$ cat config.mk
export PLATFORM = sky130hd
export DESIGN_NAME = lbx_exec
export DESIGN_NICKNAME = d
export VERILOG_FILES = /design/src/rtl/lbx_pkg.sv /design/src/rtl/lbx_alu.sv /design/src/rtl/lbx_cyc.sv /design/src/rtl/lbx_exec.sv
export VERILOG_INCLUDE_DIRS = /design/src /design/src/rtl
export SDC_FILE = /design/constraint.sdc
export NUM_CORES = 1
export LEC_CHECK = 0
export BUFFER_PORTS_ARGS = -buffer_cell sky130_fd_sc_hd__buf_2
export CAP_MARGIN = 20
export CELL_PAD_IN_SITES_DETAIL_PLACEMENT = 2
export CELL_PAD_IN_SITES_GLOBAL_PLACEMENT = 2
export CORE_MARGIN = 5
export CORE_UTILIZATION = 31
export DETAILED_ROUTE_END_ITERATION = 16
export GPL_ROUTABILITY_DRIVEN = 0
export PLACE_DENSITY = 0.87
export SLEW_MARGIN = 20
export SYNTH_ARGS = -nofsm -noshare
export SYNTH_HDL_FRONTEND = slang
export SYNTH_SLANG_ARGS = --single-unit
export TNS_END_PERCENT = 1
$ cat constraint.sdc
create_clock -name hclk -period 3.5 [get_ports hclk]
set_input_delay 0.35 -clock hclk [delete_from_list [all_inputs] [get_ports hclk]]
set_output_delay 0.35 -clock hclk [all_outputs]
set_load 0.05 [all_outputs]
$ cat src/rtl/lbx_consts.svh
// constants of the logic and bit operation execute block
// assumes inclusion by bare name from rtl files
`ifndef LBX_CONSTS_SVH
`define LBX_CONSTS_SVH

`define LBX_OP_ADD_RR    8'h02
`define LBX_OP_ADD_RI    8'h03
`define LBX_OP_ADD_GG    8'h04
`define LBX_OP_ADD_GI    8'h05
`define LBX_OP_ADD_IM    8'h06
`define LBX_OP_BOR       8'h07
`define LBX_OP_BCP       8'h17
`define LBX_OP_BTJ       8'h37
`define LBX_OP_AND_RR    8'h52
`define LBX_OP_AND_RI    8'h53
`define LBX_OP_AND_GG    8'h54
`define LBX_OP_AND_GI    8'h55
`define LBX_OP_AND_IM    8'h56
`define LBX_OP_BINV      8'h57
`define LBX_OP_BAND      8'h67
`define LBX_OP_BCLRSET   8'h77

`define LBX_CYC_SHORT    4'h4
`define LBX_CYC_LONG     4'h6
`define LBX_CYC_JUMP     4'ha

`define LBX_IDX_FLAGS    10'h0d5
`define LBX_IDX_STATUS   10'h0d6
`define LBX_IDX_RESULT   10'h0d7
`define LBX_ADDR_FLAGS   {20'h0, `LBX_IDX_FLAGS, 2'b00}
`define LBX_ADDR_STATUS  {20'h0, `LBX_IDX_STATUS, 2'b00}
`define LBX_ADDR_RESULT  {20'h0, `LBX_IDX_RESULT, 2'b00}

`define LBX_FLG_C        7
`define LBX_FLG_Z        6
`define LBX_FLG_S        5
`define LBX_FLG_V        4
`define LBX_FLG_D        3
`define LBX_FLG_H        2
`define LBX_FLAGS_RESET  8'h00

`endif

$ cat src/rtl/lbx_pkg.sv
// types of the logic and bit operation execute block
// assumes nothing beyond the constants header
package lbx_pkg;
  typedef enum logic [1:0] {
    LBX_IDLE = 2'b00,
    LBX_BUSY = 2'b01,
    LBX_DONE = 2'b10
  } lbx_state_t;

  typedef struct packed {
    logic [7:0] dst;
    logic [7:0] flags;
    logic       wr;
    logic       jump;
  } lbx_res_t;
endpackage : lbx_pkg

$ cat src/rtl/lbx_alu.sv
// combinational result of one logic or bit operation
// assumes operands already fetched by the decoder
`timescale 1ns/1ps
`default_nettype none
`include "lbx_consts.svh"
module lbx_alu (
  input  wire logic [7:0]      opcode,
  input  wire logic [7:0]      sel,
  input  wire logic [7:0]      dst_in,
  input  wire logic [7:0]      src_in,
  input  wire logic [7:0]      flags_in,
  output lbx_pkg::lbx_res_t    res
);
  function automatic logic [7:0] lbx_put(input logic [7:0] v,
                                         input logic [2:0] b,
                                         input logic       x);
    logic [7:0] r;
    r    = v;
    r[b] = x;
    return r;
  endfunction : lbx_put

  logic [2:0] b;
  logic       dir;
  logic [8:0] sum;
  logic       bit_r;
  assign b   = sel[3:1];
  assign dir = sel[0];
  assign sum = {1'b0, dst_in} + {1'b0, src_in};

  always_comb begin
    res       = '0;
    res.dst   = dst_in;
    res.flags = flags_in;
    bit_r     = 1'b0;
    case (opcode)
      `LBX_OP_ADD_RR, `LBX_OP_ADD_RI, `LBX_OP_ADD_GG,
      `LBX_OP_ADD_GI, `LBX_OP_ADD_IM: begin
        res.dst = sum[7:0];
        res.wr  = 1'b1;
        res.flags[`LBX_FLG_C] = sum[8];
        res.flags[`LBX_FLG_Z] = (sum[7:0] == 8'h00);
        res.flags[`LBX_FLG_S] = sum[7];
        res.flags[`LBX_FLG_V] = (dst_in[7] == src_in[7])
                                && (sum[7] != dst_in[7]);
        res.flags[`LBX_FLG_D] = 1'b0;
        res.flags[`LBX_FLG_H] = ({1'b0, dst_in[3:0]}
                                 + {1'b0, src_in[3:0]}) > 5'h0f;
      end
      `LBX_OP_AND_RR, `LBX_OP_AND_RI, `LBX_OP_AND_GG,
      `LBX_OP_AND_GI, `LBX_OP_AND_IM: begin
        res.dst = dst_in & src_in;
        res.wr  = 1'b1;
        res.flags[`LBX_FLG_Z] = ((dst_in & src_in) == 8'h00);
        res.flags[`LBX_FLG_S] = dst_in[7] & src_in[7];
        res.flags[`LBX_FLG_V] = 1'b0;
      end
      `LBX_OP_BAND, `LBX_OP_BOR: begin
        // dir 0: dst bit 0 with src bit b; dir 1: dst bit b with src bit 0
        if (!dir) begin
          bit_r = (opcode == `LBX_OP_BAND) ? (dst_in[0] & src_in[b])
                                           : (dst_in[0] | src_in[b]);
          res.dst = lbx_put(dst_in, 3'h0, bit_r);
        end else begin
          bit_r = (opcode == `LBX_OP_BAND) ? (dst_in[b] & src_in[0])
                                           : (dst_in[b] | src_in[0]);
          res.dst = lbx_put(dst_in, b, bit_r);
        end
        res.wr  = 1'b1;
        res.flags[`LBX_FLG_Z] = ~bit_r;
        res.flags[`LBX_FLG_S] = 1'b0;
        res.flags[`LBX_FLG_V] = 1'b0;
      end
      `LBX_OP_BCP: begin
        res.flags[`LBX_FLG_Z] = (dst_in[0] == src_in[b]);
        res.flags[`LBX_FLG_S] = 1'b0;
        res.flags[`LBX_FLG_V] = 1'b0;
      end
      `LBX_OP_BINV: begin
        bit_r   = ~dst_in[b];
        res.dst = lbx_put(dst_in, b, bit_r);
        res.wr  = 1'b1;
        res.flags[`LBX_FLG_Z] = ~bit_r;
        res.flags[`LBX_FLG_S] = 1'b0;
        res.flags[`LBX_FLG_V] = 1'b0;
      end
      `LBX_OP_BCLRSET: begin
        res.dst = lbx_put(dst_in, b, dir);
        res.wr  = 1'b1;
      end
      `LBX_OP_BTJ: begin
        res.jump = ~src_in[b] & ~dir;
      end
      default: begin
        res.wr = 1'b0;
      end
    endcase
  end
endmodule : lbx_alu
`default_nettype wire

$ cat src/rtl/lbx_cyc.sv
// cycle count of each supported opcode
// assumes opcode held stable while it is read
`timescale 1ns/1ps
`default_nettype none
`include "lbx_consts.svh"
module lbx_cyc (
  input  wire logic [7:0] opcode,
  output logic      [3:0] cycles,
  output logic      [1:0] nbytes,
  output logic            known
);
  always_comb begin
    known  = 1'b1;
    cycles = `LBX_CYC_LONG;
    nbytes = 2'h3;
    case (opcode)
      `LBX_OP_AND_RR, `LBX_OP_ADD_RR: begin
        cycles = `LBX_CYC_SHORT;
        nbytes = 2'h2;
      end
      `LBX_OP_AND_RI, `LBX_OP_ADD_RI: nbytes = 2'h2;
      `LBX_OP_AND_GG, `LBX_OP_AND_GI, `LBX_OP_AND_IM,
      `LBX_OP_ADD_GG, `LBX_OP_ADD_GI, `LBX_OP_ADD_IM,
      `LBX_OP_BAND, `LBX_OP_BOR, `LBX_OP_BCP: nbytes = 2'h3;
      `LBX_OP_BINV, `LBX_OP_BCLRSET: begin
        cycles = `LBX_CYC_SHORT;
        nbytes = 2'h2;
      end
      `LBX_OP_BTJ: cycles = `LBX_CYC_JUMP;
      default: begin
        known  = 1'b0;
        cycles = `LBX_CYC_SHORT;
        nbytes = 2'h0;
      end
    endcase
  end
endmodule : lbx_cyc
`default_nettype wire

$ cat src/rtl/lbx_exec.sv
// execute stage for byte add, byte and, and the single-bit operations
// assumes decoder presents operands with a one-cycle issue pulse
// Behaviour
// - add writes dst plus src, source unchanged
// - byte and stores bitwise and in dst
// - and opcodes 52..56 bytes and cycles
// - bit and changes one dst bit only
// - bit or changes one dst bit only
// - second byte: register, bit index, selector
// - selector 0 writes bit0, 1 indexed bit
// - bit and, or, invert: z from result, s cleared
// - bit compare sets z when bits equal
// - bit invert flips indexed bit, 4 cycles
// - opcode 77 selector 0 clears bit
// - opcode 77 selector 1 sets bit
// - bit clear and set keep flags
// - flags register lives at 0d5
// - jump taken only when bit zero
//
// Local design decision: the AHB-Lite register port.
`timescale 1ns/1ps
`default_nettype none
`include "lbx_consts.svh"
module lbx_exec (
  input  wire logic        hclk,
  input  wire logic        hresetn,
  input  wire logic        hsel,
  input  wire logic [31:0] haddr,
  input  wire logic [1:0]  htrans,
  input  wire logic        hwrite,
  input  wire logic [2:0]  hsize,
  input  wire logic [31:0] hwdata,
  input  wire logic        hready,
  output logic      [31:0] hrdata,
  output logic             hreadyout,
  output logic             hresp,
  input  wire logic        issue,
  input  wire logic [7:0]  opcode,
  input  wire logic [7:0]  sel,
  input  wire logic [7:0]  dst_in,
  input  wire logic [7:0]  src_in,
  output logic             busy,
  output logic             done,
  output logic             wr_en,
  output logic      [7:0]  wr_data,
  output logic             jump,
  output logic             bad_op,
  output logic      [7:0]  status_flags
);
  typedef struct packed {
    lbx_pkg::lbx_state_t st;
    logic                busy;
    logic [3:0]          cnt;
    logic [7:0]          op;
    logic [7:0]          sl;
    logic [7:0]          d;
    logic [7:0]          s;
    logic [7:0]          flags;
    logic                done;
    logic                wr;
    logic [7:0]          wdat;
    logic                jump;
    logic                bad;
    logic                ph_wr;
    logic [31:0]         ph_a;
    logic [31:0]         rdata;
  } lbx_regs_t;

  lbx_regs_t          q;
  lbx_regs_t          next_q;
  lbx_pkg::lbx_res_t  res;
  logic [3:0]         cycles;
  logic               known;
  logic               ap;

  // word address of a register index
  function automatic logic lbx_hit(input logic [31:0] a,
                                   input logic [9:0]  idx);
    return a == {20'h0, idx, 2'b00};
  endfunction : lbx_hit

  lbx_alu u_alu (
    .opcode   (q.op),
    .sel      (q.sl),
    .dst_in   (q.d),
    .src_in   (q.s),
    .flags_in (q.flags),
    .res      (res)
  );

  lbx_cyc u_cyc (
    .opcode (opcode),
    .cycles (cycles),
    .nbytes (),
    .known  (known)
  );

  assign ap = hsel & hready & htrans[1];

  always_comb begin
    next_q      = q;
    next_q.done = 1'b0;
    next_q.wr   = 1'b0;
    next_q.jump = 1'b0;
    next_q.bad  = 1'b0;
    // bus write lands in the data phase
    if (q.ph_wr && lbx_hit(q.ph_a, `LBX_IDX_FLAGS)) begin
      next_q.flags = hwdata[7:0];
    end
    next_q.ph_wr = ap & hwrite;
    next_q.ph_a  = haddr;
    if (ap && !hwrite) begin
      case (haddr)
        `LBX_ADDR_FLAGS:  next_q.rdata = {24'h0, q.flags};
        `LBX_ADDR_STATUS: next_q.rdata = {30'h0, q.st};
        `LBX_ADDR_RESULT: next_q.rdata = {24'h0, q.wdat};
        default:          next_q.rdata = 32'h0;
      endcase
    end
    case (q.st)
      lbx_pkg::LBX_IDLE: begin
        if (issue) begin
          if (known) begin
            next_q.st  = lbx_pkg::LBX_BUSY;
            next_q.cnt = cycles - 4'h2;
            next_q.op  = opcode;
            next_q.sl  = sel;
            next_q.d   = dst_in;
            next_q.s   = src_in;
          end else begin
            next_q.bad = 1'b1;
          end
        end
      end
      lbx_pkg::LBX_BUSY: begin
        if (q.cnt == 4'h0) begin
          next_q.st = lbx_pkg::LBX_DONE;
        end else begin
          next_q.cnt = q.cnt - 4'h1;
        end
      end
      lbx_pkg::LBX_DONE: begin
        // single commit point
        next_q.st    = lbx_pkg::LBX_IDLE;
        next_q.done  = 1'b1;
        next_q.wr    = res.wr;
        next_q.wdat  = res.dst;
        next_q.jump  = res.jump;
        next_q.flags = res.flags;
      end
      default: next_q.st = lbx_pkg::LBX_IDLE;
    endcase
    next_q.busy = (next_q.st != lbx_pkg::LBX_IDLE);
  end

  always_ff @(posedge hclk or negedge hresetn) begin
    if (!hresetn) begin
      q       <= '0;
      q.flags <= `LBX_FLAGS_RESET;
    end else begin
      q <= next_q;
    end
  end

  assign hrdata       = q.rdata;
  assign hreadyout    = 1'b1;
  assign hresp        = 1'b0;
  assign busy         = q.busy;
  assign done         = q.done;
  assign wr_en        = q.wr;
  assign wr_data      = q.wdat;
  assign jump         = q.jump;
  assign bad_op       = q.bad;
  assign status_flags = q.flags;
endmodule : lbx_exec
`default_nettype wire

==> results.cfg, run 1 <==
[min_path]
min_to = q[32]
min_path_cells = 1
hold_path_class = in -> reg
hold_start = haddr[0]

[critical_path]
rr_worst_depth = 9
rrSetupSlack_ns = 0.66
worst-path-max-fanout = 5
crit_arrival_ns = 3.11
cp-start-kind = register
cp_data_required_time_ns = 3.77
path_class = reg -> reg
worstSetupEndpointType = register
r2r-end = status_flags[6]
regToRegStartpoint = q[85]

[pwr]
ir_worst_vdd_uv = 290
switching_power_mw = 2.06
p_comb_frac = 0.420
power.share.clock = 0.227
finalPower_mw = 4.82
pwr_density_cell_nw_per_um2 = 798
switching_share = 0.428
p_seq_frac = 0.353
p_int_mw = 2.76
p_leak_nw = 2.77

[cts]
clock_path_buffers = 2
cts_resized = 0
ctsRootBufferMaster = clkbuf_16
ctsHtreeMaxLevel = 3
clk-insertion-delay-late_ns = 0.36
post_cts_buffers = 0
cts_inserted_buffers = 9
cts.sinks = 96
cts_hold_buffers = 1
cts.clk_slew.worst_paths_ns = 0.07
cts_tree = done

[detailed_routing]
ant_nets = 0
vias_per_cell = 5.13
vias = 4177
routed_wl_um = 16100
dr.pass1.iters = 4
wl_per_cell_um = 19.8
drt_iter0_markers = 119
drc = 0

[sta]
period_minus_slack_ns = 2.84
slew_viol_final = 0
relSlewSlack = 0.524
min_period_over_period = 0.810
clock_skew_ns = 0.00576
worst_pin_slew_ns = 0.709
tns_ns = 0
fmax_mhz = 353
setup_viol_count_final = 0
hold_viol = 0
worst_hold_slack_ns = 0.114
rsz0062_at_grt = false

[synthesis]
yosysUniqueCellTypes = 64
postSynthAreaPerCell_um2 = 10.2
yosysWarnings = 0
syn_area_um2 = 5230
ys.flop_type = dfrtp_1
async_reset_ff_frac = 1.00
synth.ff_latch_count = 96
synth.top_cell.area_share = 0.459
ys_seq_area_frac = 0.459
synth_largest_area_cell = dfrtp_1
synth_edf_count = 0
syn_inst = 512
synthTopCellsByArea = dfrtp_1 (46%), buf_4 (7.2%), mux2_2 (6.7%)

[global_route]
grt_pass1_wl_um = 26700
grt-ovfl-total = 0
grt_max_degree = 36
grt_pass1_vias = 4875
track_usage = 0.170
antenna_found_initial = 0

[die]
die_x_um = 140
core_area_um2 = 16600
die_h_um = 140
start_util = 0.316
rows = 47
die-area_um2 = 19600
ioPinCount = 162

[layout]
drive_gt1_frac = 0.279
final_net_count = 708
n_fill_cell = 1868
antennaDiodeCount = 0
fin_util = 0.365
area_delta_synth_final_pct = 15.5
seqCellArea_um2 = 2400
multi_input_area_um2 = 2430

[run]
max_cap_viol_count = 0

[outcome]
outcome = completed

[placement]
port_buffers = 103
hpwlAfterDp_um = 12700
==> cell families after synthesis <==
family | share of synthesized area
AND/OR/NAND/NOR | 0.161
multiplexers | 0.0966
AO/OA/AOI/OAI | 0.138
flip-flops | 0.459
adder cells (fa/ha/maj) | 0.0301
XOR/XNOR | 0.0184
buffers and inverters | 0.0949
other | 0.00143
==> cells in the mapped netlist (3+ instances only) <==
cell type	count
a211o_1	3
a211oi_1	5
a21o_1	4
a21oi_1	17
a22o_1	11
a31oi_1	4
buf_2	4
buf_4	50
clkbuf_1	12
dfrtp_1	96
ha_1	11
inv_1	11
mux2_2	31
mux2i_1	13
nand2_1	37
nand2b_1	9
nand3_1	7
nand4_1	10
nor2_1	33
nor2b_1	8
nor3_1	14
nor3b_1	3
nor4_1	11
o211ai_1	3
o21ai_0	28
o21ai_1	8
o22ai_1	5
o31ai_1	6
or4_1	3
xnor2_1	6
xor2_1	5
==> placed cells by master (no fill, tap or decap), types with 6 or more instances in the layout <==
| master | Yosys | routed |
|---|---|---|
| a21oi_1 | 17 | 17 |
| a22o_1 | 11 | 11 |
| buf_2 | 4 | 102 |
| buf_4 | 50 | 6 |
| clkbuf_16 | 0 | 9 |
| conb_1 | 2 | 26 |
| dfrtp_1 | 96 | 96 |
| ha_1 | 11 | 11 |
| inv_1 | 11 | 11 |
| mux2_2 | 31 | 31 |
| mux2i_1 | 13 | 13 |
| nand2_1 | 37 | 37 |
| nand2b_1 | 9 | 9 |
| nand3_1 | 7 | 7 |
| nand4_1 | 10 | 10 |
| nor2_1 | 33 | 33 |
| nor2b_1 | 8 | 8 |
| nor3_1 | 14 | 13 |
| nor4_1 | 11 | 11 |
| o21ai_0 | 28 | 28 |
| o21ai_1 | 8 | 8 |
| o31ai_1 | 6 | 6 |
| xnor2_1 | 6 | 6 |
==> per-layer routing <==
metal  global-route usage  share of wire  wire [um]  up-vias
met5                    0              0          0        -
met4               0.0535          0.017        276        0
met3               0.0290          0.047        754       16
met2                0.285           0.49       7830      134
met1                0.226           0.45       7250     2094
li1                     -              -          -     1933
==> stage by stage <==
stage                     setup WS (ns)  instances  cell area, um2
after floorplan                    1.09        536            5320
after global placement            0.814        797            5710
after detailed placement          0.694        797            5710
after CTS                         0.685        814            6050
after global routing              0.478        814            6050
final                             0.664        814            6050
==> layout make-up <==
class                      count  share of cell area
multi-input combinational    361               0.402
clock buffer                  11              0.0401
tap                          220              0.0455
clock inverter                 5              0.0143
inverter                      12             0.00745
timing repair buffer         109              0.0935
sequential                    96               0.397
==> critical path: stages, from the launching register on <==
cell and delay [ns]:
dfrtp_1 0.43, ha_1 0.28, fa_1 0.42, a211oi_1 0.33, nor2_1 0.15, xor2_1 0.18, or4_1 0.42, nor3_1 0.20
nand4_1 0.15, a31oi_1 0.20
==> power groups by stage <==
stage / clock, mW / combinational [mW] / sequential [mW]
final: 1.10 / 2.02 / 1.70
after global routing: 1.18 / 2.21 / 1.75
after CTS: 1.13 / 2.03 / 1.70
after global placement: 0 / 1.91 / 1.69
after floorplan: 0 / 1.64 / 1.57
after detailed placement: 0 / 2.00 / 1.72
==> worst max path at each step <==
stage / cells past startpoint / from / end / slack (ns)
after floorplan: 9 / q[85] / status_flags[6] / 1.09
after global placement: 9 / q[85] / status_flags[6] / 0.81
after detailed placement: 9 / q[85] / status_flags[6] / 0.69
after CTS: 9 / q[85] / status_flags[6] / 0.68
after global routing: 9 / q[85] / status_flags[6] / 0.48
final: 9 / q[85] / status_flags[6] / 0.66
==> flip-flops by register name, indices dropped and copies added, names as in the netlist <==
register      count
bad_op            1
busy              1
done              1
hrdata            8
jump              1
q                67
status_flags      8
wr_data           8
wr_en             1
No activity file was read; power rests on OpenSTA's default activity.
==> inputs of run 2 (changes only) <==
CORE_UTILIZATION = 28   (was 31)
PLACE_DENSITY = 0.83   (was 0.87)
clock period = 2.3 ns   (was 3.5 ns; I/O delays follow)
==> results.cfg, run 2 (synthesized netlist as in run 1, its figures left out) <==
[outcome]
outcome = finished with violations
violations = negative setup slack

[cts]
cts.clk_slew.worst_paths_ns = 0.07
cts_inserted_buffers = 9
ctsHtreeMaxLevel = 3
clock_path_buffers = 2
cts.sinks = 96
ctsRootBufferMaster = clkbuf_16
clk-insertion-delay-late_ns = 0.36
cts_tree = done

[sta]
fmax_mhz = 416
slew_viol_final = 0
clock_skew_ns = 0.0109
setup_viol_count_final = 8
period_minus_slack_ns = 2.40
tns_ns = -0.463
hold_viol = 0
rsz0062_at_grt = true
relSlewSlack = 0.567
worst_pin_slew_ns = 0.649
fin_ws_ns = -0.105
min_period_over_period = 1.05

[critical_path]
crit_arrival_ns = 2.67
cp_data_required_time_ns = 2.56
crit_slowest_cell = dfrtp_2
cp-start-kind = register
path_cells = buf_4, buf_4, mux2i_1, a22o_1, o31ai_2, nand3_1, a211o_1, or2_4, o31ai_2
worst-path-max-fanout = 7
path_class = reg -> reg
cpPeakStageDelay_ns = 0.45
worstSetupEndpointType = register

[layout]
final_net_count = 776
antennaDiodeCount = 0
area_delta_synth_final_pct = 28.2
drive_gt1_frac = 0.337
regMostFlops = q
layout_commonest_cell = buf_2
largest_reg_flops = 67
mostFrequentLayoutCells = buf_2 (102), dfrtp_1 (95), buf_4 (43), nand2_1 (37), nor2_1 (32)

[die]
start_util = 0.282
rows = 50
die_h_um = 147
die-area_um2 = 21500
die_x_um = 147
core_area_um2 = 18600
ioPinCount = 162

[placement]
dp_worst_setup_slack_ns = -0.175
hpwlAfterDp_um = 13600
port_buffers = 103

[detailed_routing]
drt_iter0_markers = 68
ant_nets = 0
vias = 4450
dr.pass1.iters = 4
drc = 0
routed_wl_um = 17900
wl_per_cell_um = 19.9
vias_per_cell = 4.97

[min_path]
hold_path_class = in -> reg

[pwr]
ir_worst_vdd_uv = 346
p_leak_nw = 3.07
pwr_density_cell_nw_per_um2 = 1160

[run]
max_cap_viol_count = 0

[global_route]
track_usage = 0.167
grt-ovfl-total = 0
grt_pass1_vias = 5248
grt_pass1_wl_um = 28600
antenna_found_initial = 1
grt_max_degree = 51
-- run 2: what timing repair did --
action                                 CTS  global route
pin swaps                                5             2
endpoints found under the hold margin   74             0
resized for setup                       10            10
setup buffers                            4             0
hold buffers                            29             0
setup endpoints to repair               10            11
-- run 2: where the power goes --
| group | internal (mW) | total, mW | switching (mW) |
|---|---|---|---|
| Sequential | 2.06 | 2.49 | 0.433 |
| Combinational | 1.59 | 3.84 | 2.25 |
| Clock | 0.744 | 1.42 | 0.676 |
| Total | 4.40 | 7.75 | 3.35 |
-- run 2: worst max-delay path, delay by kind of cell, from the launching register on --
family	cells	cell delay (ns)
AO/OA/AOI/OAI	4	1.04
flip-flops	1	0.45
AND/OR/NAND/NOR	2	0.38
multiplexers	1	0.12
buffers and inverters	2	0.32
-- run 2: stage by stage --
step           instance area, um2  power (mW)  utilization  hold slack [ns]  cells
2_1_floorplan                5330        4.90            -          -0.0656    536
3_3_place_gp                 6030        5.89        0.325            0.282    847
3_5_place_dp                 6030        6.13        0.325            0.290    847
4_1_cts                      6660        7.76        0.359          0.00161    896
5_1_grt                      6710        8.25        0.361          0.00581    896
6_report                     6710        7.75        0.361           0.0148    896
-- run 2: layout make-up --
class	instances	area, um2
Clock buffer	9	225
Clock inverter	7	53.8
Fill cell	2012	11900
Inverter	12	45.0
Multi-Input combinational cell	361	2510
Sequential cell	96	2400
Tap cell	234	293
Timing Repair Buffer	177	1170
-- run 2: final timing paths --
check | from | end | slack [ns] | depth (start not counted)
worst max-delay path | q[102] | wr_data[1] | -0.10 | 9
max in group asynchronous | hresetn | q[33] | 1.14 | 3
worst min-delay path | haddr[14] | q[46] | 0.01 | 1
worst max register to register | q[102] | wr_data[1] | -0.10 | 9
worst min register to register | hrdata[3] | hrdata[3] | 0.48 | 2
min in group asynchronous | hresetn | q[45] | 0.44 | 2
-- run 2: per-layer routing --
layer  global-route usage  share of wire  vias up  routed length, um
met3               0.0407          0.051       24                905
met1                0.195           0.42     2218               7430
met4               0.0508          0.018        2                315
met5                    0        0.00073        -                 13
met2                0.304           0.52      139               9210
li1                     -              -     2067                  -
